`src/rtl/srcs_pkg.sv`:
```
package srcs_pkg;
  // system clock rate
  localparam int CLK_MHZ = 25;

  // register bus shape
  localparam int ADDR_W = 8;
  localparam int DATA_W = 32;

  // register byte offsets
  localparam logic [ADDR_W-1:0] A_FLAGS = 8'h00;
  localparam logic [ADDR_W-1:0] A_FLAG_CLR = 8'h04;
  localparam logic [ADDR_W-1:0] A_MODE = 8'h08;
  localparam logic [ADDR_W-1:0] A_INT_STAT = 8'h0C;
  localparam logic [ADDR_W-1:0] A_INT_CLR = 8'h10;
  localparam logic [ADDR_W-1:0] A_INT_EN = 8'h14;

  // flag register layout, low four bits are sticky
  localparam int STICKY_W = 4;
  localparam int FLAG_W = 7;
  localparam int F_PWR_ON = 0;
  localparam int F_LOWV = 1;
  localparam int F_EXT = 2;
  localparam int F_MON = 3;
  localparam int F_SELF = 4;
  localparam int F_OSC = 5;
  localparam int F_STRAP = 6;

  // interrupt status layout
  localparam int INT_W = 4;
  localparam int I_QC_DONE = 0;
  localparam int I_FALLBACK = 1;
  localparam int I_MON = 2;
  localparam int I_WAKE = 3;

  // low-power mode codes in the mode register
  localparam int MODE_W = 2;
  localparam logic [MODE_W-1:0] MODE_WAIT = 2'h1;
  localparam logic [MODE_W-1:0] MODE_PSTOP = 2'h2;
  localparam logic [MODE_W-1:0] MODE_STOP = 2'h3;

  // synchronised pin vector: index and reset level
  localparam int PIN_W = 6;
  localparam int P_PWR_ON = 0;
  localparam int P_LOWV = 1;
  localparam int P_EXT_N = 2;
  localparam int P_OSC = 3;
  localparam int P_STRAP = 4;
  localparam int P_WAKE_N = 5;
  localparam logic [PIN_W-1:0] PIN_RST = 6'h34;

  // timing in oscillator periods
  localparam int RST_MIN_OSC = 2;
  localparam int STARTUP_OSC = 192;
  localparam int STARTUP_MAX_OSC = 196;

  // wait recovery, bus cycles
  localparam int WRS_MAX_CYC = 14;

  // quality check timeout, least figure, in microseconds
  localparam int CQ_TIMEOUT_US = 450000;
  localparam int CQ_TIMEOUT_CYC = CQ_TIMEOUT_US * CLK_MHZ;

  // monitor fail frequency, lowest figure
  localparam int CMFA_KHZ = 50;
  localparam int CM_CYC = (CLK_MHZ * 1000) / CMFA_KHZ;

  // defaults with no documented figure
  localparam int QC_EDGES_DEF = 256;
  localparam int VUP_CYC_DEF = 16;
  localparam int REC_W = 8;
  localparam int SU_W = 8;

  // register bus request
  typedef struct packed {
    logic wr;
    logic rd;
    logic [ADDR_W-1:0] addr;
    logic [DATA_W-1:0] wdata;
  } srcs_bus_req_t;
endpackage : srcs_pkg

```
`src/rtl/srcs_top.sv`:
```
module srcs_top
  import srcs_pkg::*;
#(
  parameter int QC_EDGES = QC_EDGES_DEF,
  parameter int CQ_TIMEOUT_CYCLES = CQ_TIMEOUT_CYC,
  parameter int VUP_CYCLES = VUP_CYC_DEF
)(
  input wire logic sys_clk,
  input wire logic srst,
  input wire logic pwr_on_req,
  input wire logic lowv_req,
  input wire logic ext_reset_n,
  input wire logic osc_clk_in,
  input wire logic osc_select_strap,
  input wire logic wake_irq_n,
  input wire logic core_irq,
  input wire srcs_bus_req_t bus_req,
  output logic [DATA_W-1:0] bus_rdata,
  output logic internal_reset,
  output logic osc_enable,
  output logic osc_selected,
  output logic self_clock,
  output logic colpitts_sel,
  output logic clocks_released,
  output logic vector_fetch,
  output logic vector_is_irq,
  output logic irq
);
  typedef enum {ST_RESET, ST_QCHECK, ST_STARTUP, ST_RUN, ST_WAIT, ST_PSTOP, ST_STOP,
    ST_RECOVER} srcs_state_t;
  typedef enum {GO_STARTUP, GO_IRQ, GO_RUN} srcs_goal_t;

  localparam logic [SU_W-1:0] SU_LAST = SU_W'(STARTUP_OSC - 1);
  localparam logic [1:0] EXT_LAST = 2'(RST_MIN_OSC - 1);
  localparam logic [REC_W-1:0] REC_WAIT = REC_W'(WRS_MAX_CYC - 2);
  localparam logic [REC_W-1:0] REC_PSTOP = REC_W'(VUP_CYCLES + WRS_MAX_CYC - 2);

  srcs_state_t state;
  srcs_state_t next_state;
  srcs_goal_t goal;
  logic [PIN_W-1:0] pin_raw;
  logic [PIN_W-1:0] pin_s;
  logic pwr_on_s;
  logic lowv_s;
  logic wake_s;
  logic osc_d;
  logic osc_edge;
  logic osc_tick;
  logic hard_rst;
  logic cold;
  logic ext_rst_act;
  logic [1:0] ext_cnt;
  logic [SU_W-1:0] su_cnt;
  logic [REC_W-1:0] rec_cnt;
  logic qc_start;
  logic qc_pass;
  logic qc_timeout;
  logic mon_fail;
  logic strap_q;
  logic [STICKY_W-1:0] sticky;
  logic [STICKY_W-1:0] sticky_set;
  logic [STICKY_W-1:0] sticky_clr;
  logic [INT_W-1:0] int_stat;
  logic [INT_W-1:0] int_en;
  logic [INT_W-1:0] int_ev;
  logic [INT_W-1:0] int_clr;
  logic [FLAG_W-1:0] flags;
  logic mode_wr;
  logic leave_reset;
  logic fetch_now;

  // pins from outside the clock domain
  assign pin_raw[P_PWR_ON] = pwr_on_req;
  assign pin_raw[P_LOWV] = lowv_req;
  assign pin_raw[P_EXT_N] = ext_reset_n;
  assign pin_raw[P_OSC] = osc_clk_in;
  assign pin_raw[P_STRAP] = osc_select_strap;
  assign pin_raw[P_WAKE_N] = wake_irq_n;

  genvar gi;
  generate
    for (gi = 0; gi < PIN_W; gi++)
    begin : g_pin
      srcs_sync #(
        .RST_VAL(PIN_RST[gi])
      ) u_sync (
        .sys_clk(sys_clk),
        .srst(srst),
        .async_in(pin_raw[gi]),
        .stable(pin_s[gi])
      );
    end
  endgenerate

  // decoded pin levels and oscillator tick
  assign pwr_on_s = pin_s[P_PWR_ON];
  assign lowv_s = pin_s[P_LOWV];
  assign wake_s = ~pin_s[P_WAKE_N];
  assign osc_edge = pin_s[P_OSC] & ~osc_d;
  assign osc_tick = osc_selected ? osc_edge : 1'b1;
  assign hard_rst = pwr_on_s | lowv_s;
  assign mode_wr = bus_req.wr && bus_req.addr == A_MODE;

  // oscillator edge history
  always_ff @(posedge sys_clk)
  begin
    if (srst)
    begin
      osc_d <= 1'b0;
    end
    else
    begin
      osc_d <= pin_s[P_OSC];
    end
  end

  // external reset pulse qualifier in oscillator periods, or in bus cycles while the oscillator is not selected
  always_ff @(posedge sys_clk)
  begin
    if (srst || pin_s[P_EXT_N])
    begin
      ext_cnt <= '0;
      ext_rst_act <= 1'b0;
    end
    else if (osc_tick && !ext_rst_act)
    begin
      if (ext_cnt == EXT_LAST)
      begin
        ext_rst_act <= 1'b1;
      end
      else
      begin
        ext_cnt <= ext_cnt + 1'b1;
      end
    end
  end

  // sequencer next state
  always_comb
  begin
    next_state = state;
    if (hard_rst || ext_rst_act)
    begin
      next_state = ST_RESET;
    end
    else
    begin
      case (state)
        ST_RESET: next_state = cold ? ST_QCHECK : ST_STARTUP;
        ST_QCHECK:
        begin
          if (qc_pass || qc_timeout)
          begin
            next_state = (goal == GO_STARTUP) ? ST_STARTUP : ST_RUN;
          end
        end
        ST_STARTUP:
        begin
          if (osc_tick && su_cnt == SU_LAST)
          begin
            next_state = ST_RUN;
          end
        end
        ST_RUN:
        begin
          if (mode_wr && bus_req.wdata[MODE_W-1:0] == MODE_WAIT)
          begin
            next_state = ST_WAIT;
          end
          else if (mode_wr && bus_req.wdata[MODE_W-1:0] == MODE_PSTOP)
          begin
            next_state = ST_PSTOP;
          end
          else if (mode_wr && bus_req.wdata[MODE_W-1:0] == MODE_STOP)
          begin
            next_state = ST_STOP;
          end
          else if (mon_fail && osc_selected)
          begin
            next_state = ST_QCHECK;
          end
        end
        ST_WAIT, ST_PSTOP:
        begin
          if (core_irq || wake_s)
          begin
            next_state = ST_RECOVER;
          end
        end
        ST_STOP:
        begin
          if (wake_s)
          begin
            next_state = ST_QCHECK;
          end
        end
        ST_RECOVER:
        begin
          if (rec_cnt == '0)
          begin
            next_state = ST_RUN;
          end
        end
        default: next_state = ST_RESET;
      endcase
    end
  end

  assign leave_reset = state == ST_RESET && next_state != ST_RESET;
  assign qc_start = next_state == ST_QCHECK && state != ST_QCHECK;
  assign fetch_now = state != ST_RUN && next_state == ST_RUN && state != ST_QCHECK
    || state == ST_QCHECK && next_state == ST_RUN && goal == GO_IRQ;

  // state register
  always_ff @(posedge sys_clk)
  begin
    if (srst)
    begin
      state <= ST_RESET;
    end
    else
    begin
      state <= next_state;
    end
  end

  // cold start marker: check needed unless the oscillator is selected when the external reset comes
  always_ff @(posedge sys_clk)
  begin
    if (srst || hard_rst)
    begin
      cold <= 1'b1;
    end
    else if (ext_rst_act)
    begin
      cold <= ~osc_selected;
    end
  end

  // where a finished quality check leads
  always_ff @(posedge sys_clk)
  begin
    if (srst)
    begin
      goal <= GO_STARTUP;
    end
    else if (qc_start)
    begin
      case (state)
        ST_STOP: goal <= GO_IRQ;
        ST_RUN: goal <= GO_RUN;
        default: goal <= GO_STARTUP;
      endcase
    end
  end

  // startup period counter
  always_ff @(posedge sys_clk)
  begin
    if (srst || state != ST_STARTUP)
    begin
      su_cnt <= '0;
    end
    else if (osc_tick)
    begin
      su_cnt <= su_cnt + 1'b1;
    end
  end

  // wake recovery delay
  always_ff @(posedge sys_clk)
  begin
    if (srst)
    begin
      rec_cnt <= '0;
    end
    else if (next_state == ST_RECOVER && state != ST_RECOVER)
    begin
      rec_cnt <= (state == ST_WAIT) ? REC_WAIT : REC_PSTOP;
    end
    else if (rec_cnt != '0)
    begin
      rec_cnt <= rec_cnt - 1'b1;
    end
  end

  srcs_osc_mon #(
    .QC_EDGES(QC_EDGES),
    .TIMEOUT_CYC(CQ_TIMEOUT_CYCLES),
    .GAP_CYC(CM_CYC)
  ) u_mon (
    .sys_clk(sys_clk),
    .srst(srst),
    .start(qc_start),
    .active(osc_selected && state != ST_STOP),
    .osc_edge(osc_edge),
    .qc_pass(qc_pass),
    .qc_timeout(qc_timeout),
    .mon_fail(mon_fail)
  );

  // clock source selection
  always_ff @(posedge sys_clk)
  begin
    if (srst || hard_rst)
    begin
      osc_selected <= 1'b0;
      self_clock <= 1'b0;
    end
    else if (state == ST_QCHECK && qc_pass)
    begin
      osc_selected <= 1'b1;
      self_clock <= 1'b0;
    end
    else if (state == ST_QCHECK && qc_timeout)
    begin
      osc_selected <= 1'b0;
      self_clock <= 1'b1;
    end
    else if (mon_fail && osc_selected)
    begin
      osc_selected <= 1'b0;
      self_clock <= 1'b1;
    end
    else if (next_state == ST_STOP)
    begin
      osc_selected <= 1'b0;
    end
  end

  // oscillator power, off in stop and while supply resets hold
  always_ff @(posedge sys_clk)
  begin
    if (srst)
    begin
      osc_enable <= 1'b0;
    end
    else
    begin
      osc_enable <= next_state != ST_STOP && !hard_rst;
    end
  end

  // reset, clock gate and vector fetch outputs
  always_ff @(posedge sys_clk)
  begin
    if (srst)
    begin
      internal_reset <= 1'b1;
      clocks_released <= 1'b0;
      vector_fetch <= 1'b0;
      vector_is_irq <= 1'b0;
    end
    else
    begin
      internal_reset <= next_state == ST_RESET || next_state == ST_STARTUP
        || next_state == ST_QCHECK && (state == ST_RESET
        || state == ST_QCHECK && goal == GO_STARTUP);
      clocks_released <= next_state == ST_RUN || state == ST_RUN && next_state == ST_QCHECK
        || state == ST_QCHECK && next_state == ST_QCHECK && goal == GO_RUN;
      vector_fetch <= fetch_now;
      if (fetch_now)
      begin
        vector_is_irq <= state != ST_STARTUP;
      end
    end
  end

  // strap caught while reset holds
  always_ff @(posedge sys_clk)
  begin
    if (srst)
    begin
      strap_q <= 1'b1;
    end
    else if (state == ST_RESET)
    begin
      strap_q <= pin_s[P_STRAP];
    end
  end

  assign colpitts_sel = strap_q;

  // sticky reset-cause flags, set beats clear
  assign sticky_set[F_PWR_ON] = pwr_on_s;
  assign sticky_set[F_LOWV] = lowv_s;
  assign sticky_set[F_EXT] = ext_rst_act;
  assign sticky_set[F_MON] = mon_fail && osc_selected;
  assign sticky_clr = (bus_req.wr && bus_req.addr == A_FLAG_CLR)
    ? bus_req.wdata[STICKY_W-1:0] : '0;

  always_ff @(posedge sys_clk)
  begin
    if (srst)
    begin
      sticky <= '0;
    end
    else
    begin
      sticky <= sticky_set | (sticky & ~sticky_clr);
    end
  end

  assign flags = {strap_q, osc_selected, self_clock, sticky};

  // interrupt events, status, enable
  assign int_ev[I_QC_DONE] = state == ST_QCHECK && qc_pass;
  assign int_ev[I_FALLBACK] = state == ST_QCHECK && qc_timeout;
  assign int_ev[I_MON] = mon_fail && osc_selected;
  assign int_ev[I_WAKE] = fetch_now && state != ST_STARTUP;
  assign int_clr = (bus_req.wr && bus_req.addr == A_INT_CLR) ? bus_req.wdata[INT_W-1:0] : '0;

  always_ff @(posedge sys_clk)
  begin
    if (srst)
    begin
      int_stat <= '0;
      int_en <= '0;
      irq <= 1'b0;
    end
    else
    begin
      int_stat <= int_ev | (int_stat & ~int_clr);
      if (bus_req.wr && bus_req.addr == A_INT_EN)
      begin
        int_en <= bus_req.wdata[INT_W-1:0];
      end
      irq <= |(int_stat & int_en);
    end
  end

  // read port, data valid the cycle after the strobe only
  always_ff @(posedge sys_clk)
  begin
    if (srst || !bus_req.rd)
    begin
      bus_rdata <= '0;
    end
    else
    begin
      case (bus_req.addr)
        A_FLAGS: bus_rdata <= DATA_W'(flags);
        A_INT_STAT: bus_rdata <= DATA_W'(int_stat);
        A_INT_EN: bus_rdata <= DATA_W'(int_en);
        default: bus_rdata <= '0;
      endcase
    end
  end

  // checks
  AST_STARTUP_LEN: assert property (@(posedge sys_clk) disable iff (srst)
    $fell(internal_reset) |-> vector_fetch && !vector_is_irq && $past(su_cnt) == SU_LAST)
    else $error("startup length wrong");
  AST_EXT_MIN: assert property (@(posedge sys_clk) disable iff (srst)
    $rose(ext_rst_act) |-> $past(ext_cnt) == EXT_LAST && $past(osc_tick))
    else $error("external reset taken too early");
  AST_COLD_QC: assert property (@(posedge sys_clk) disable iff (srst)
    $past(state) == ST_RESET && state != ST_RESET && $past(cold) |-> state == ST_QCHECK
    && osc_enable)
    else $error("cold start skipped quality check");
  AST_TIMEOUT: assert property (@(posedge sys_clk) disable iff (srst)
    state == ST_QCHECK && qc_timeout && !hard_rst |=> self_clock && !osc_selected)
    else $error("no self clock after timeout");
  AST_QC_FIRST: assert property (@(posedge sys_clk) disable iff (srst)
    $rose(osc_selected) |-> $past(qc_pass))
    else $error("oscillator used without check");
  AST_WARM_EXT: assert property (@(posedge sys_clk) disable iff (srst)
    $past(state) == ST_RESET && state != ST_RESET && !$past(cold) |-> state == ST_STARTUP)
    else $error("warm reset ran a check");
  AST_PWR_FLAG: assert property (@(posedge sys_clk) disable iff (srst)
    $rose(sticky[F_PWR_ON]) |-> $past(pwr_on_s))
    else $error("power-on flag set by other cause");
  AST_STOP_WAKE: assert property (@(posedge sys_clk) disable iff (srst)
    state == ST_STOP && wake_s && !hard_rst && !ext_rst_act |=> state == ST_QCHECK
    && goal == GO_IRQ)
    else $error("stop wake without check");
  AST_WAIT_FETCH: assert property (@(posedge sys_clk)
    disable iff (srst || hard_rst || ext_rst_act)
    $past(state) == ST_WAIT && state == ST_RECOVER |-> ##[1:13] vector_fetch)
    else $error("wait recovery too slow");
  AST_STRAP: assert property (@(posedge sys_clk) disable iff (srst)
    state != ST_RESET |=> $stable(strap_q))
    else $error("strap moved outside reset");
  AST_MON: assert property (@(posedge sys_clk) disable iff (srst)
    mon_fail && osc_selected && !hard_rst |=> self_clock && sticky[F_MON])
    else $error("monitor failure ignored");
  AST_SELF_READ: assert property (@(posedge sys_clk) disable iff (srst)
    bus_req.rd && bus_req.addr == A_FLAGS |=> bus_rdata[F_SELF] == $past(self_clock))
    else $error("self clock status wrong");
endmodule : srcs_top

```
`src/rtl/srcs_sync.sv`:
```
module srcs_sync
  import srcs_pkg::*;
#(
  parameter logic RST_VAL = 1'b0
)(
  input wire logic sys_clk,
  input wire logic srst,
  input wire logic async_in,
  output logic stable
);
  logic s1;
  logic s2;
  logic s3;

  // three stages, level moves once the last two agree
  always_ff @(posedge sys_clk)
  begin
    if (srst)
    begin
      s1 <= RST_VAL;
      s2 <= RST_VAL;
      s3 <= RST_VAL;
      stable <= RST_VAL;
    end
    else
    begin
      s1 <= async_in;
      s2 <= s1;
      s3 <= s2;
      if (s2 == s3)
      begin
        stable <= s3;
      end
    end
  end
endmodule : srcs_sync

```
`src/rtl/srcs_osc_mon.sv`:
```
module srcs_osc_mon
  import srcs_pkg::*;
#(
  parameter int QC_EDGES = QC_EDGES_DEF,
  parameter int TIMEOUT_CYC = CQ_TIMEOUT_CYC,
  parameter int GAP_CYC = CM_CYC
)(
  input wire logic sys_clk,
  input wire logic srst,
  input wire logic start,
  input wire logic active,
  input wire logic osc_edge,
  output logic qc_pass,
  output logic qc_timeout,
  output logic mon_fail
);
  localparam int EW = $clog2(QC_EDGES + 1);
  localparam int TW = $clog2(TIMEOUT_CYC + 1);
  localparam int GW = $clog2(GAP_CYC + 1);
  localparam logic [EW-1:0] E_LAST = EW'(QC_EDGES - 1);
  localparam logic [TW-1:0] T_LAST = TW'(TIMEOUT_CYC - 1);
  localparam logic [GW-1:0] G_LAST = GW'(GAP_CYC - 1);

  logic busy;
  logic [EW-1:0] edge_cnt;
  logic [TW-1:0] to_cnt;
  logic [GW-1:0] gap_cnt;

  // quality check: enough edges before the timeout
  always_ff @(posedge sys_clk)
  begin
    if (srst)
    begin
      busy <= 1'b0;
      edge_cnt <= '0;
      to_cnt <= '0;
      qc_pass <= 1'b0;
      qc_timeout <= 1'b0;
    end
    else
    begin
      qc_pass <= 1'b0;
      qc_timeout <= 1'b0;
      if (start)
      begin
        busy <= 1'b1;
        edge_cnt <= '0;
        to_cnt <= '0;
      end
      else if (busy)
      begin
        if (osc_edge && edge_cnt == E_LAST)
        begin
          qc_pass <= 1'b1;
          busy <= 1'b0;
        end
        else if (to_cnt == T_LAST)
        begin
          qc_timeout <= 1'b1;
          busy <= 1'b0;
        end
        else
        begin
          to_cnt <= to_cnt + 1'b1;
          if (osc_edge)
          begin
            edge_cnt <= edge_cnt + 1'b1;
          end
        end
      end
    end
  end

  // clock monitor: too long a gap between edges means failure
  always_ff @(posedge sys_clk)
  begin
    if (srst)
    begin
      gap_cnt <= '0;
      mon_fail <= 1'b0;
    end
    else
    begin
      mon_fail <= 1'b0;
      if (!active || osc_edge)
      begin
        gap_cnt <= '0;
      end
      else if (gap_cnt == G_LAST)
      begin
        mon_fail <= 1'b1;
        gap_cnt <= '0;
      end
      else
      begin
        gap_cnt <= gap_cnt + 1'b1;
      end
    end
  end
endmodule : srcs_osc_mon

```
`config.mk`:
```
export PLATFORM = sky130hd
export DESIGN_NAME = srcs_top
export DESIGN_NICKNAME = d
export VERILOG_FILES = /design/src/rtl/srcs_pkg.sv /design/src/rtl/srcs_top.sv /design/src/rtl/srcs_sync.sv /design/src/rtl/srcs_osc_mon.sv
export SDC_FILE = /design/constraint.sdc
export NUM_CORES = 1
export LEC_CHECK = 0
export ABC_AREA = 1
export BUFFER_PORTS_ARGS = -buffer_cell sky130_fd_sc_hd__buf_2
export CORE_ASPECT_RATIO = 1.5
export CORE_UTILIZATION = 53
export CTS_BUF_LIST = sky130_fd_sc_hd__clkbuf_4
export CTS_CLUSTER_SIZE = 28
export DETAILED_ROUTE_END_ITERATION = 6
export GPL_TIMING_DRIVEN = 1
export PLACE_DENSITY = 0.74
export SYNTH_ARGS = -nofsm -noshare
export SYNTH_HDL_FRONTEND = slang
export SYNTH_SLANG_ARGS = --single-unit
export TNS_END_PERCENT = 20
```
`constraint.sdc`:
```
create_clock -name sys_clk -period 2.62 [get_ports sys_clk]
set_input_delay 0.262 -clock sys_clk [delete_from_list [all_inputs] [get_ports sys_clk]]
set_output_delay 0.262 -clock sys_clk [all_outputs]
set_load 0.005 [all_outputs]
```
======== Word-level counts from Yosys, hierarchy flattened ========
Cells that the tools add are included.
operators by class
  eq/ne operators ......................... 42
  add/sub/neg operators ................... 6
  multiplexer cells ....................... 34
  bitwise operators ....................... 16
  reductions and logical operators ........ 67
operator list
  cell                                             count
  two-way mux 32 bit                               10
  == test 32 x 3 -> 1 bit (second input constant)  8
  case mux 32 bit (7 select lines)                 1
  == test 32 x 2 -> 1 bit (second input constant)  5
  zero test 32 bit                                 4
  == test 32 x 4 -> 1 bit (second input constant)  3
  != test 32 x 4 -> 1 bit (second input constant)  3
  != test 32 x 3 -> 1 bit (second input constant)  2
  == test 32 x 1 -> 1 bit (second input constant)  1
  != test 32 x 2 -> 1 bit (second input constant)  1
  logical AND 1 bit                                27
  adder 24 x 1 -> 24 bit (second input constant)   1
  == test 24 bit (second input constant)           1
  case mux 7 bit (3 select lines)                  1
  adder 9 x 1 -> 9 bit (second input constant)     2
  == test 8 x 4 -> 1 bit (second input constant)   2
  == test 8 x 5 -> 1 bit (second input constant)   2
  zero test 8 bit                                  2
  two-way mux 8 bit                                2
  two-way mux 1 bit                                15
  logical OR 1 bit                                 14
  bitwise AND 4 bit                                3
  == test 9 x 8 -> 1 bit (second input constant)   1
  == test 9 bit (second input constant)            1
  27 further kinds                                 53
storage, ports and cells
  register bits ........................... 208
  input bits .............................. 51
  word-level logic and storage cells ...... 217

======== Depth between registers and ports, before layout ========
Gate-level depths: netlist (run 1).
  word-level depth ........................ 14
  depth in mapped cells ................... 16
  depth with buffers taken out ............ 16

======== Modules after synthesis ========
From an unflattened synthesis (run 1), not the netlist that was laid out.
second synthesis, totals
  cells, all modules ...................... 1,032
  area total of the unflattened synthesis .. 7,334.5 um2
modules (own cells, without submodules)
  module                            seq. area each (um2)  instances  cells each  area each (um2)
  srcs_top                          1,661.6               1          546         4,007.6
  srcs_osc_mon                      920.9                 1          402         2,576.2
  srcs_sync at g_pin[2].u_sync ...  80.1                  3          15          128.9
  srcs_sync at g_pin[0].u_sync ...  80.1                  3          13          121.4

======== Worst setup path after synthesis (run 1) ========
OpenSTA, ideal clock, no wires.
  path kind ............................... reg2reg
  start ................................... register u_mon.edge_cnt[0]
  end ..................................... register u_mon.edge_cnt[4]
  setup slack ............................. 0.522 ns
  arrival ................................. 2.037 ns
  cell stages (with the launch flop) ...... 16
  required time ........................... 2.559 ns
  cells stage by stage .................... dfxtp_1 > ha_1 > inv_1 > nor4_1 > and3_1 > ha_1 > nand2_1 > nand2_1 > inv_1 > nand2_1 > nor2_1 > nand2_1 > nor3_1 > xor2_1 > inv_1 > nor2_4
on the way
  word-level cells in the longest chain between the ends .. 4
ends and longest elaborated chain
  what                                                                          RTL line            text
  start: declaration                                                            srcs_osc_mon.sv:25  logic [EW-1:0] edge_cnt;
  start signal: assignment                                                      srcs_osc_mon.sv:67  edge_cnt <= edge_cnt + 1'b1;
  parallel branches: the longest is 4 deep, another holds adder 9 x 1 -> 9 bit  -
Parallel ways; which one is timed is not known.
A chain may end at the register's enable or synchronous reset.

======== Worst setup path in the final report (run 1) ========
  start ................................... register state[22]
  end ..................................... register u_mon.to_cnt[20]
on the way
  word-level cells in the longest chain between the ends .. 9
ends and longest elaborated chain
  what                              RTL line            text
  start: declaration                srcs_top.sv:38      srcs_state_t state;
  start signal: assignment          srcs_top.sv:223     state <= next_state;
  two-way mux 32 bit                srcs_top.sv:178     else if (mon_fail && osc_selected)
  two-way mux 32 bit                srcs_top.sv:174     else if (mode_wr && bus_req.wdata[MODE_W-1:0] == MODE_STOP)
  two-way mux 32 bit                srcs_top.sv:170     else if (mode_wr && bus_req.wdata[MODE_W-1:0] == MODE_PSTOP)
  two-way mux 32 bit                srcs_top.sv:166     if (mode_wr && bus_req.wdata[MODE_W-1:0] == MODE_WAIT)
  case mux 32 bit (7 select lines)  srcs_top.sv:148     case (state)
  two-way mux 32 bit                srcs_top.sv:142     if (hard_rst || ext_rst_act)
  == test 32 x 2 -> 1 bit           srcs_top.sv:210     assign qc_start = next_state == ST_QCHECK && state != ST_QCHECK;
  logical AND 1 bit *               srcs_top.sv:210
  OR reduction 2 bit (no line) *    -
  end signal: assignment            srcs_osc_mon.sv:64  to_cnt <= to_cnt + 1'b1;
  end: declaration                  srcs_osc_mon.sv:26  logic [TW-1:0] to_cnt;
Every way passes the cells marked *; elsewhere a longest branch is shown, timed or not.

==> qor.txt, run 1 <==
post-synth cell types - 44
Root Buffer - clkbuf_4
Max Clock Freq - 0.426 GHz
arrival time at the worst endpoint - 2.78 ns
CTS Buffer Depth - 2
Post-Syn Area - 6990 um^2
FF+latch count, synth - 153
Crit. Startpoint - state[22]$_SDFF_PP0_
top sig layer - met4
min cycle time layout - 2.35 ns
post-synthesis xor/xnor area fraction - 0.0338
final worst slack - 0.274 ns
Setup Buffers After CTS - 0
ys async rst share - 0
startpoint types - flip-flop
Synth Warn # - 0
multi-input logic area - 3370 um^2
Synth Area in Compound Gates - 0.0868
Power Dens Cells - 572 nW/um^2
Clk pin slew, worst setup/hold paths - 0.15 ns
DIE WIDTH - 95.8 um
WL met3 - 507 um
ys flop type - dfxtp_1
FF-to-FF Start - state[22]$_SDFF_PP0_
via count - 5898
gpl congestion - 0.883
Critical Path RT - 3.06 ns
wl on met1 - 5470 um
clock sinks - 153
Post-Synth Simple-Gate Area - 0.316
fillers - 1200
CP delay by family, top - simple AND/OR/NAND/NOR gates
largest family of logic cells by synthesized area - simple AND/OR/NAND/NOR gates
Setup CP Type - flip-flop to flip-flop
type of destination of the critical path - flip-flop
Die Ht - 143 um
area share of fa/ha/maj cells after synthesis - 0.0157
Max stage delay on crit path - 0.33 ns
first-pass GRT wire length - 22900 um
post-route total power - 4.47 mW
fraction of layout cells with a size suffix above 1 - 0.146
area of the core - 13000 um^2
final WL - 13700 um
H-tree levels - 4
antenna violations before repair - 1
critical-path cell list - nor2_1, nand2_1, nor2_2, nand2_4, nor2_2, inv_1, nand3_1, nor2_2, nor2_8, nand2_2, clkinv_1, nand4_4, nand2_4, buf_4, nor2_4
Pre-antenna DRT Iters - 6
Peak supply drop - 0.377 mV
hold path startpoint - bus_req[40]
die area - 13700 um^2
vias per cell - 4.89
TritonCTS Buffers - 17
Final setup viols - 0
TritonCTS clock tree - built
Slowest cell on crit path - dfxtp_1
Rows - 51
Area growth syn-to-layout - 11.6%
pre-CTS setup slack - 0.230 ns
Layout Nets - 1093
DR iter-0 viols - 246
met2 wire length - 7230 um
leak pwr - 3.26 nW
Starting Density - 0.540
cell mode on critical path - nor2_2
GRT Util Overall - 0.214
status - finished clean
Hold Fails Final Rpt - 0
pin count of the biggest net entering global routing - 26
multiplexer share of the synthesized area - 0
clock skew - 0.0279 ns
CP Max Fanout - 11
I/O Buffers - 38
detailed placement HPWL - 10200 um
Reg area - 3060 um^2
fin crit share - 0.895
sequential-to-total area share from yosys stat - 0.438
post-DR wirelength/cell - 11.3 um
Sum Neg Setup Slack - 0 ns
Syn Area/Cell - 7.39 um^2
Post-synth EDFFs - 0
worst skew pair latency - 0.55 ns
RSZ-0062 raised after global routing - false
Cells after Synth - 946
final slew viol count - 0
Top Ports - 92
worst hold margin - 0.101 ns
Worst Path Buf+Inv - 3
worst min-delay path category - input pin to flip-flop
max-cap violation count - 0
vias in the first global route - 5406
residual DRC count - 0
antenna violation net count after detailed routing - 0
grt total ovfl - 0
[worst paths after layout]
path	endpoint	slack (ns)	depth (start not counted)
max	u_mon.to_cnt[20]$_SDFFE_PP0P_	0.27	15
min	bus_rdata[4]$_SDFF_PP0_	0.10	3
max reg2reg	u_mon.to_cnt[20]$_SDFFE_PP0P_	0.27	15
min reg2reg	g_pin[0].u_sync.s2$_SDFF_PP0_	0.40	2
[flip-flops by register name, summed over array words and instances (netlist names), 2 cells and up]
name,flops
g_pin.u_sync.s3,6
bus_rdata,7
g_pin.u_sync.s1,6
rec_cnt,8
ext_cnt,2
g_pin.u_sync.s2,6
su_cnt,8
goal,2
g_pin.u_sync.stable,6
state,32
u_mon.to_cnt,24
sticky,4
u_mon.edge_cnt,9
int_en,4
int_stat,4
u_mon.gap_cnt,9
[where the power goes]
part	internal [mW]	switching [mW]
clock network	0.703	0.921
logic	0.163	0.236
registers	2.41	0.0387
total	3.27	1.20
[cells in the mapped netlist (3+ instances only)]
| library cell | instances | area [um^2] |
|---|---|---|
| nor2_1 | 126 | 473 |
| nor2_4 | 8 | 90.1 |
| buf_4 | 25 | 188 |
| ha_1 | 8 | 100 |
| nor3b_1 | 3 | 22.5 |
| inv_1 | 123 | 462 |
| dfxtp_1 | 153 | 3060 |
| xor2_1 | 21 | 184 |
| nor2_2 | 23 | 144 |
| nand4_1 | 22 | 138 |
| buf_6 | 3 | 33.8 |
| xnor2_1 | 6 | 52.6 |
| nand3_1 | 43 | 215 |
| or2_2 | 15 | 93.8 |
| nor4_1 | 10 | 62.6 |
| buf_2 | 3 | 15.0 |
| nand2_2 | 3 | 18.8 |
| nor3_1 | 23 | 115 |
| inv_2 | 4 | 15.0 |
| nand2_1 | 197 | 739 |
| a21oi_2 | 11 | 96.3 |
| o21ai_0 | 34 | 170 |
| a21oi_1 | 51 | 255 |
| clkbuf_1 | 5 | 18.8 |
[repair_timing]
item,4_1_cts,5_1_grt
resized for setup,0,5
endpoints found under the hold margin,8,0
hold buffers,8,0
setup endpoints to repair,0,11
[kinds of logic after synthesis]
logic type | after synthesis
simple gates | 481
buf+inv | 168
fa+ha+maj | 9
other cells | 1
flops | 153
compound gates | 107
xor+xnor | 27
[through the flow]
step	instances	util	cell area [um^2]
after global routing	1207	0.603	7810
after floorplan	999	-	7190
after detailed placement	1166	0.570	7380
after CTS	1206	0.602	7790
after global placement	1166	0.570	7380
final	1207	0.603	7810
[worst register-to-register path, delay by kind of cell, from the launching register on]
| family | cells | cell delay, ns |
|---|---|---|
| and+or+nand+nor | 12 | 1.55 |
| DFF | 1 | 0.33 |
| buffers and inverters | 3 | 0.39 |
[cell usage in the layout (no fill, tap or decap), drive strengths merged]
| master | synthesis | routed |
|---|---|---|
| bufinv | 0 | 3 |
| dfxtp | 153 | 153 |
| a31oi | 1 | 1 |
| nand3 | 44 | 44 |
| or2 | 15 | 15 |
| a21boi | 1 | 1 |
| and3 | 1 | 1 |
| nand4 | 23 | 23 |
| o31ai | 2 | 2 |
| a311oi | 1 | 1 |
| conb | 1 | 54 |
| a31o | 1 | 1 |
| nor2 | 158 | 158 |
| ha | 8 | 8 |
| nor4 | 10 | 10 |
| a211oi | 2 | 2 |
| buf | 34 | 47 |
| maj3 | 1 | 1 |
| diode | 0 | 1 |
| nand3b | 1 | 1 |
| dlygate4sd3 | 0 | 8 |
| nor3b | 3 | 3 |
| clkinv | 2 | 5 |
| a41oi | 1 | 1 |
| clkinvlp | 0 | 1 |
| inv | 127 | 135 |
| o21ai | 34 | 34 |
| a21oi | 62 | 62 |
| clkbuf | 5 | 17 |
| xor2 | 21 | 21 |
| or4 | 1 | 1 |
| nand2 | 202 | 202 |
| o211ai | 2 | 2 |
| xnor2 | 6 | 6 |
| nor3 | 23 | 23 |
[cell type report]
cell class,instances,area share
sequential,153,0.393
antenna,1,0.000321
timing repair buffer,55,0.0449
tap,159,0.0255
multi-input combinational,678,0.432
clock buffer,17,0.0163
clock inverter,15,0.0264
inverter,129,0.0620
[metal layers]
layer  vias up  global-route usage
li1       3100                   -
met1      2607               0.221
met2       145               0.400
met3        46              0.0421
met4         0               0.108
met5         -                   0
No activity file was read; power rests on OpenSTA's default activity.
==> inputs of run 2 (changes only) <==
Settings changed: BUFFER_PORTS_ARGS -buffer_cell sky130_fd_sc_hd__buf_2 to -buffer_cell sky130_fd_sc_hd__clkbuf_2.
==> run 2 against run 1 <==
Clock power decreased by 12%. Via count shrank 0.44%. Largest cell class unchanged. Power down 4.2%. Cell area down 0.18%. Critical endpoint is now u_mon.to_cnt[10]$_SDFFE_PP0P_.
==> qor.txt, run 2 (same netlist as run 1, synthesis figures left out) <==
fillers - 1245
die area - 13700 um^2
TritonCTS clock tree - built
vias per cell - 4.85
Max stage delay on crit path - 0.36 ns
actual slew at the worst max-slew pin - 0.491 ns
clock skew - 0.0316 ns
min cycle time layout - 2.41 ns
final slew viol count - 0
Layout Nets - 1097
Power Dens Cells - 549 nW/um^2
FF-to-FF Start - u_mon.edge_cnt[0]$_SDFFE_PP0P_
DR iter-0 viols - 195
multi-input logic area - 3360 um^2
leak pwr - 3.25 nW
reg2reg end - u_mon.to_cnt[10]$_SDFFE_PP0P_
detailed placement HPWL - 10300 um
Reg area - 3060 um^2
worst min-delay path category - input pin to flip-flop
type of destination of the critical path - flip-flop
Largest Register - state
DIE WIDTH - 95.8 um
Final setup viols - 0
post-DR wirelength/cell - 11.2 um
CP delay by family, top - simple AND/OR/NAND/NOR gates
arrival time at the worst endpoint - 2.85 ns
fin crit share - 0.919
grt total ovfl - 0
Clk pin slew, worst setup/hold paths - 0.15 ns
max-cap violation count - 0
area of the core - 13000 um^2
status - finished clean
max reg flops - 32
Reg2Reg Depth - 15
Die Ht - 143 um
Finished Layout Cells - 1211
Critical Path RT - 3.07 ns
Max Clock Freq - 0.416 GHz
GRT Util Overall - 0.216
Top Registers - state x32, u_mon.to_cnt x24
Pre-antenna DRT Iters - 4
startpoint types - flip-flop
R2R setup slack - 0.21 ns
first-pass GRT wire length - 23200 um
Inst Count DP - 1168
clock sinks - 153
Worst Path Buf+Inv - 4
TritonCTS Buffers - 17
hold path startpoint - bus_req[1]
final WL - 13500 um
hold endpoint - int_en[1]$_SDFFE_PP0P_
antenna violations before repair - 1
RSZ-0062 raised after global routing - true
Sum Neg Setup Slack - 0 ns
Top Ports - 92
Slowest cell on crit path - dfxtp_1
antenna violation net count after detailed routing - 0
gpl congestion - 0.948
I/O Buffers - 38
via count - 5872
Starting Density - 0.540
residual DRC count - 0
fraction of layout cells with a size suffix above 1 - 0.143
CP Max Fanout - 12
most frequent cells in the layout - nand2_1 (197), dfxtp_1 (153), nor2_1 (126), inv_1 (123), conb_1 (54)
hold path cells - 3
most common cell after layout, fill and taps aside - nand2_1
Root Buffer - clkbuf_4
worst skew pair latency - 0.56 ns
H-tree levels - 4
Slew headroom - 0.670
Area growth syn-to-layout - 11.4%
critical-path cell list - ha_1, inv_1, nor4_1, and3_1, ha_1, nand2_1, nand2_1, inv_1, nand2_1, inv_1, nand2_1, nor2_1, inv_1, o21ai_0, a21oi_2
Peak supply drop - 0.333 mV
Setup CP Type - flip-flop to flip-flop
Setup Buffers After CTS - 0
Rows - 51
Hold Fails Final Rpt - 0
vias in the first global route - 5529
pin count of the biggest net entering global routing - 43
CTS Buffer Depth - 2
-- run 2: cell types whose count changed in the layout (fill, tap and decap cells not counted), sizes merged --
cell         previous run  this run
dlygate4sd3             8        10
clkinvlp                1         2
buf                    47        11
inv                   135       136
clkbuf                 17        55
bufinv                  3         1
-- run 2: metrics by stage --
stage | cell area (um^2) | utilization | setup WS (ns) | hold WS [ns] | total power [mW]
final | 7790 | 0.602 | 0.213 | 0.0791 | 4.28
after floorplan | 7190 | - | 0.522 | 0.366 | 2.83
after CTS | 7790 | 0.601 | 0.200 | 0.0261 | 4.34
after global routing | 7790 | 0.602 | -0.108 | 0.0650 | 4.50
after global placement | 7410 | 0.572 | 0.251 | 0.390 | 2.88
after detailed placement | 7410 | 0.572 | 0.230 | 0.397 | 2.89
-- run 2: tightest hold or removal path: stages --
cell,delay (ns)
clkbuf_2,0.12
inv_1,0.15
a21oi_1,0.08
-- run 2: worst max path at each step --
stage                                   start                              to  slack [ns]  cells past startpoint
3_3_place_gp   u_mon.edge_cnt[0]$_SDFFE_PP0P_  u_mon.edge_cnt[4]$_SDFFE_PP0P_        0.25                     15
3_5_place_dp   u_mon.edge_cnt[0]$_SDFFE_PP0P_   u_mon.to_cnt[17]$_SDFFE_PP0P_        0.23                     14
4_1_cts        u_mon.edge_cnt[0]$_SDFFE_PP0P_   u_mon.to_cnt[17]$_SDFFE_PP0P_        0.20                     14
2_1_floorplan  u_mon.edge_cnt[0]$_SDFFE_PP0P_  u_mon.edge_cnt[4]$_SDFFE_PP0P_        0.52                     15
6_report       u_mon.edge_cnt[0]$_SDFFE_PP0P_   u_mon.to_cnt[10]$_SDFFE_PP0P_        0.21                     15
5_1_grt        u_mon.edge_cnt[0]$_SDFFE_PP0P_  u_mon.edge_cnt[4]$_SDFFE_PP0P_       -0.11                     15
-- run 2: layout make-up --
cell class                      instances  area share
Timing Repair Buffer                   59      0.0511
Inverter                              129      0.0621
Clock inverter                         15      0.0199
Sequential cell                       153       0.393
Tap cell                              159      0.0255
Multi-Input combinational cell        678       0.432
Antenna cell                            1    0.000321
Clock buffer                           17      0.0164
-- run 2: power by group --
group	switching (mW)	leakage [nW]	internal, mW
sequential	0.0378	1.25	2.41
combinational	0.236	1.86	0.166
clock	0.923	0.149	0.510
total	1.20	3.25	3.08
-- run 2: routing by layer --
metal	share of wire	track usage	vias to the layer above	routed length, um
li1	-	-	3116	-
met1	0.41	0.220	2597	5520
met2	0.53	0.404	120	7160
met3	0.031	0.0474	39	426
met4	0.032	0.104	0	430
met5	0	0	-	0
-- run 2: what timing repair did --
action                     in CTS  in global routing
hold endpoints to repair       12                  0
hold buffers                   10                  0
resized for setup               0                  1
setup endpoints to repair       0                 12
==> inputs of run 3 (changes only) <==
Clock period 2.62 ns to 2.9 ns, I/O delays scaled along.
==> run 3 against run 2 <==
Utilization is 0.50 points lower. Non-clock buffer count is 7 lower. Clock skew is 0.0028 ns lower. Register-to-register slack better by 0.09 ns. Critical path type unchanged.
==> qor.txt, run 3 (same netlist as run 1, synthesis figures left out) <==
Area after DPL - 7360 um^2
Reg2Reg Depth - 15
Layout Nets - 1090
grt met3 use - 0.0437
die area - 13700 um^2
critical-path cell list - ha_1, inv_1, nor4_1, and3_1, ha_1, nand2_1, nand2_1, inv_1, nand2_1, inv_1, nand2_1, nor2_1, inv_1, o21ai_0, a21oi_2
Final setup viols - 0
Inst Count DP - 1163
Peak supply drop - 0.271 mV
final slew viol count - 0
worst min-delay path category - input pin to flip-flop
gr busiest metal - met2
startpoint types - flip-flop
Crit. Startpoint - u_mon.edge_cnt[0]$_SDFFE_PP0P_
met2 Track Usage GR - 0.382
fraction of layout cells with a size suffix above 1 - 0.140
clock sinks - 153
worst skew pair latency - 0.54 ns
Max stage delay on crit path - 0.45 ns
antenna violation net count after detailed routing - 0
I/O Buffers - 38
area of the core - 13000 um^2
Clk pin slew, worst setup/hold paths - 0.15 ns
antenna violations before repair - 1
detailed placement HPWL - 10000 um
Top Ports - 92
min cycle time layout - 2.59 ns
vias in the first global route - 5269
vias per cell - 4.83
hold_buf cts - 8
Rows - 51
final instance area - 7730 um^2
grt total ovfl - 0
Setup CP Type - flip-flop to flip-flop
TritonCTS clock tree - built
DR iter-0 viols - 213
CP Max Fanout - 20
Largest Register - state
cts repair resizes - 0
Root Buffer - clkbuf_4
residual DRC count - 0
Top Registers - state x32, u_mon.to_cnt x24
Starting Density - 0.540
Slowest cell on crit path - inv_1
type of destination of the critical path - flip-flop
Slew headroom - 0.618
Hold Fails Final Rpt - 0
Area growth syn-to-layout - 10.5%
post-route total power - 3.82 mW
final core utilization - 0.597
first-pass GRT wire length - 22100 um
most frequent cells in the layout - nand2_1 (197), dfxtp_1 (153), nor2_1 (126), inv_1 (123), conb_1 (54)
CTS Buffer Depth - 2
Critical Path RT - 3.34 ns
via count - 5814
max-cap violation count - 0
pin count of the biggest net entering global routing - 48
hold path cells - 3
DIE WIDTH - 95.8 um
Die Ht - 143 um
Power Dens Cells - 495 nW/um^2
TritonCTS Buffers - 17
status - finished clean
H-tree levels - 4
most common cell after layout, fill and taps aside - nand2_1
Max Clock Freq - 0.386 GHz
actual slew at the worst max-slew pin - 0.572 ns
arrival time at the worst endpoint - 3.03 ns
Setup Buffers After CTS - 0
final WL - 13200 um
FF-to-FF Start - u_mon.edge_cnt[0]$_SDFFE_PP0P_
M1 GR Usage - 0.214
Finished Layout Cells - 1204
GRT Util Overall - 0.206
Pre-antenna DRT Iters - 4
leak pwr - 3.22 nW
clock skew - 0.0288 ns
RSZ-0062 raised after global routing - false
fin crit share - 0.894
max reg flops - 32
gpl congestion - 0.918
Sum Neg Setup Slack - 0 ns
hold path startpoint - bus_req[40]
post-DR wirelength/cell - 11.0 um
run 3: worst max-delay path: cells and delay by family, from the launching register on:
family / cells / cell delay [ns]
simple gates: 7 / 0.80
buf+inv: 4 / 0.64
fa+ha+maj: 2 / 0.40
flops: 1 / 0.36
compound gates: 2 / 0.30
run 3: power breakdown:
group          total (mW)  switching (mW)  internal, mW
combinational       0.357           0.212         0.145
sequential           2.21          0.0351          2.17
clock                1.26           0.799         0.457
total                3.82            1.05          2.78
run 3: final timing paths:
| kind | endpoint | slack, ns |
|---|---|---|
| worst max-delay path | u_mon.to_cnt[10]$_SDFFE_PP0P_ | 0.31 |
| worst min-delay path | bus_rdata[3]$_SDFF_PP0_ | 0.13 |
| worst max register to register | u_mon.to_cnt[10]$_SDFFE_PP0P_ | 0.31 |
| worst min register to register | g_pin[1].u_sync.s2$_SDFF_PP0_ | 0.41 |
run 3: per-stage QoR:
step	hold WS [ns]	setup WS, ns
6_report	0.131	0.307
5_1_grt	0.0954	0.0365
4_1_cts	0.0998	0.329
3_5_place_dp	0.392	0.356
3_3_place_gp	0.390	0.369
2_1_floorplan	0.388	0.802
run 3: per-layer routing:
| layer | up-vias | share of wire |
|---|---|---|
| met4 | 0 | 0.033 |
| li1 | 3099 | - |
| met2 | 97 | 0.53 |
| met5 | - | 0 |
| met3 | 33 | 0.027 |
| met1 | 2585 | 0.41 |
run 3: cell type report:
cell class	instances	area (um^2)
clock inverter	15	160
inverter	129	484
sequential	153	3060
multi-input combinational	678	3360
fill	1219	5230
antenna	1	2.50
tap	159	199
timing repair buffer	52	328
clock buffer	17	128
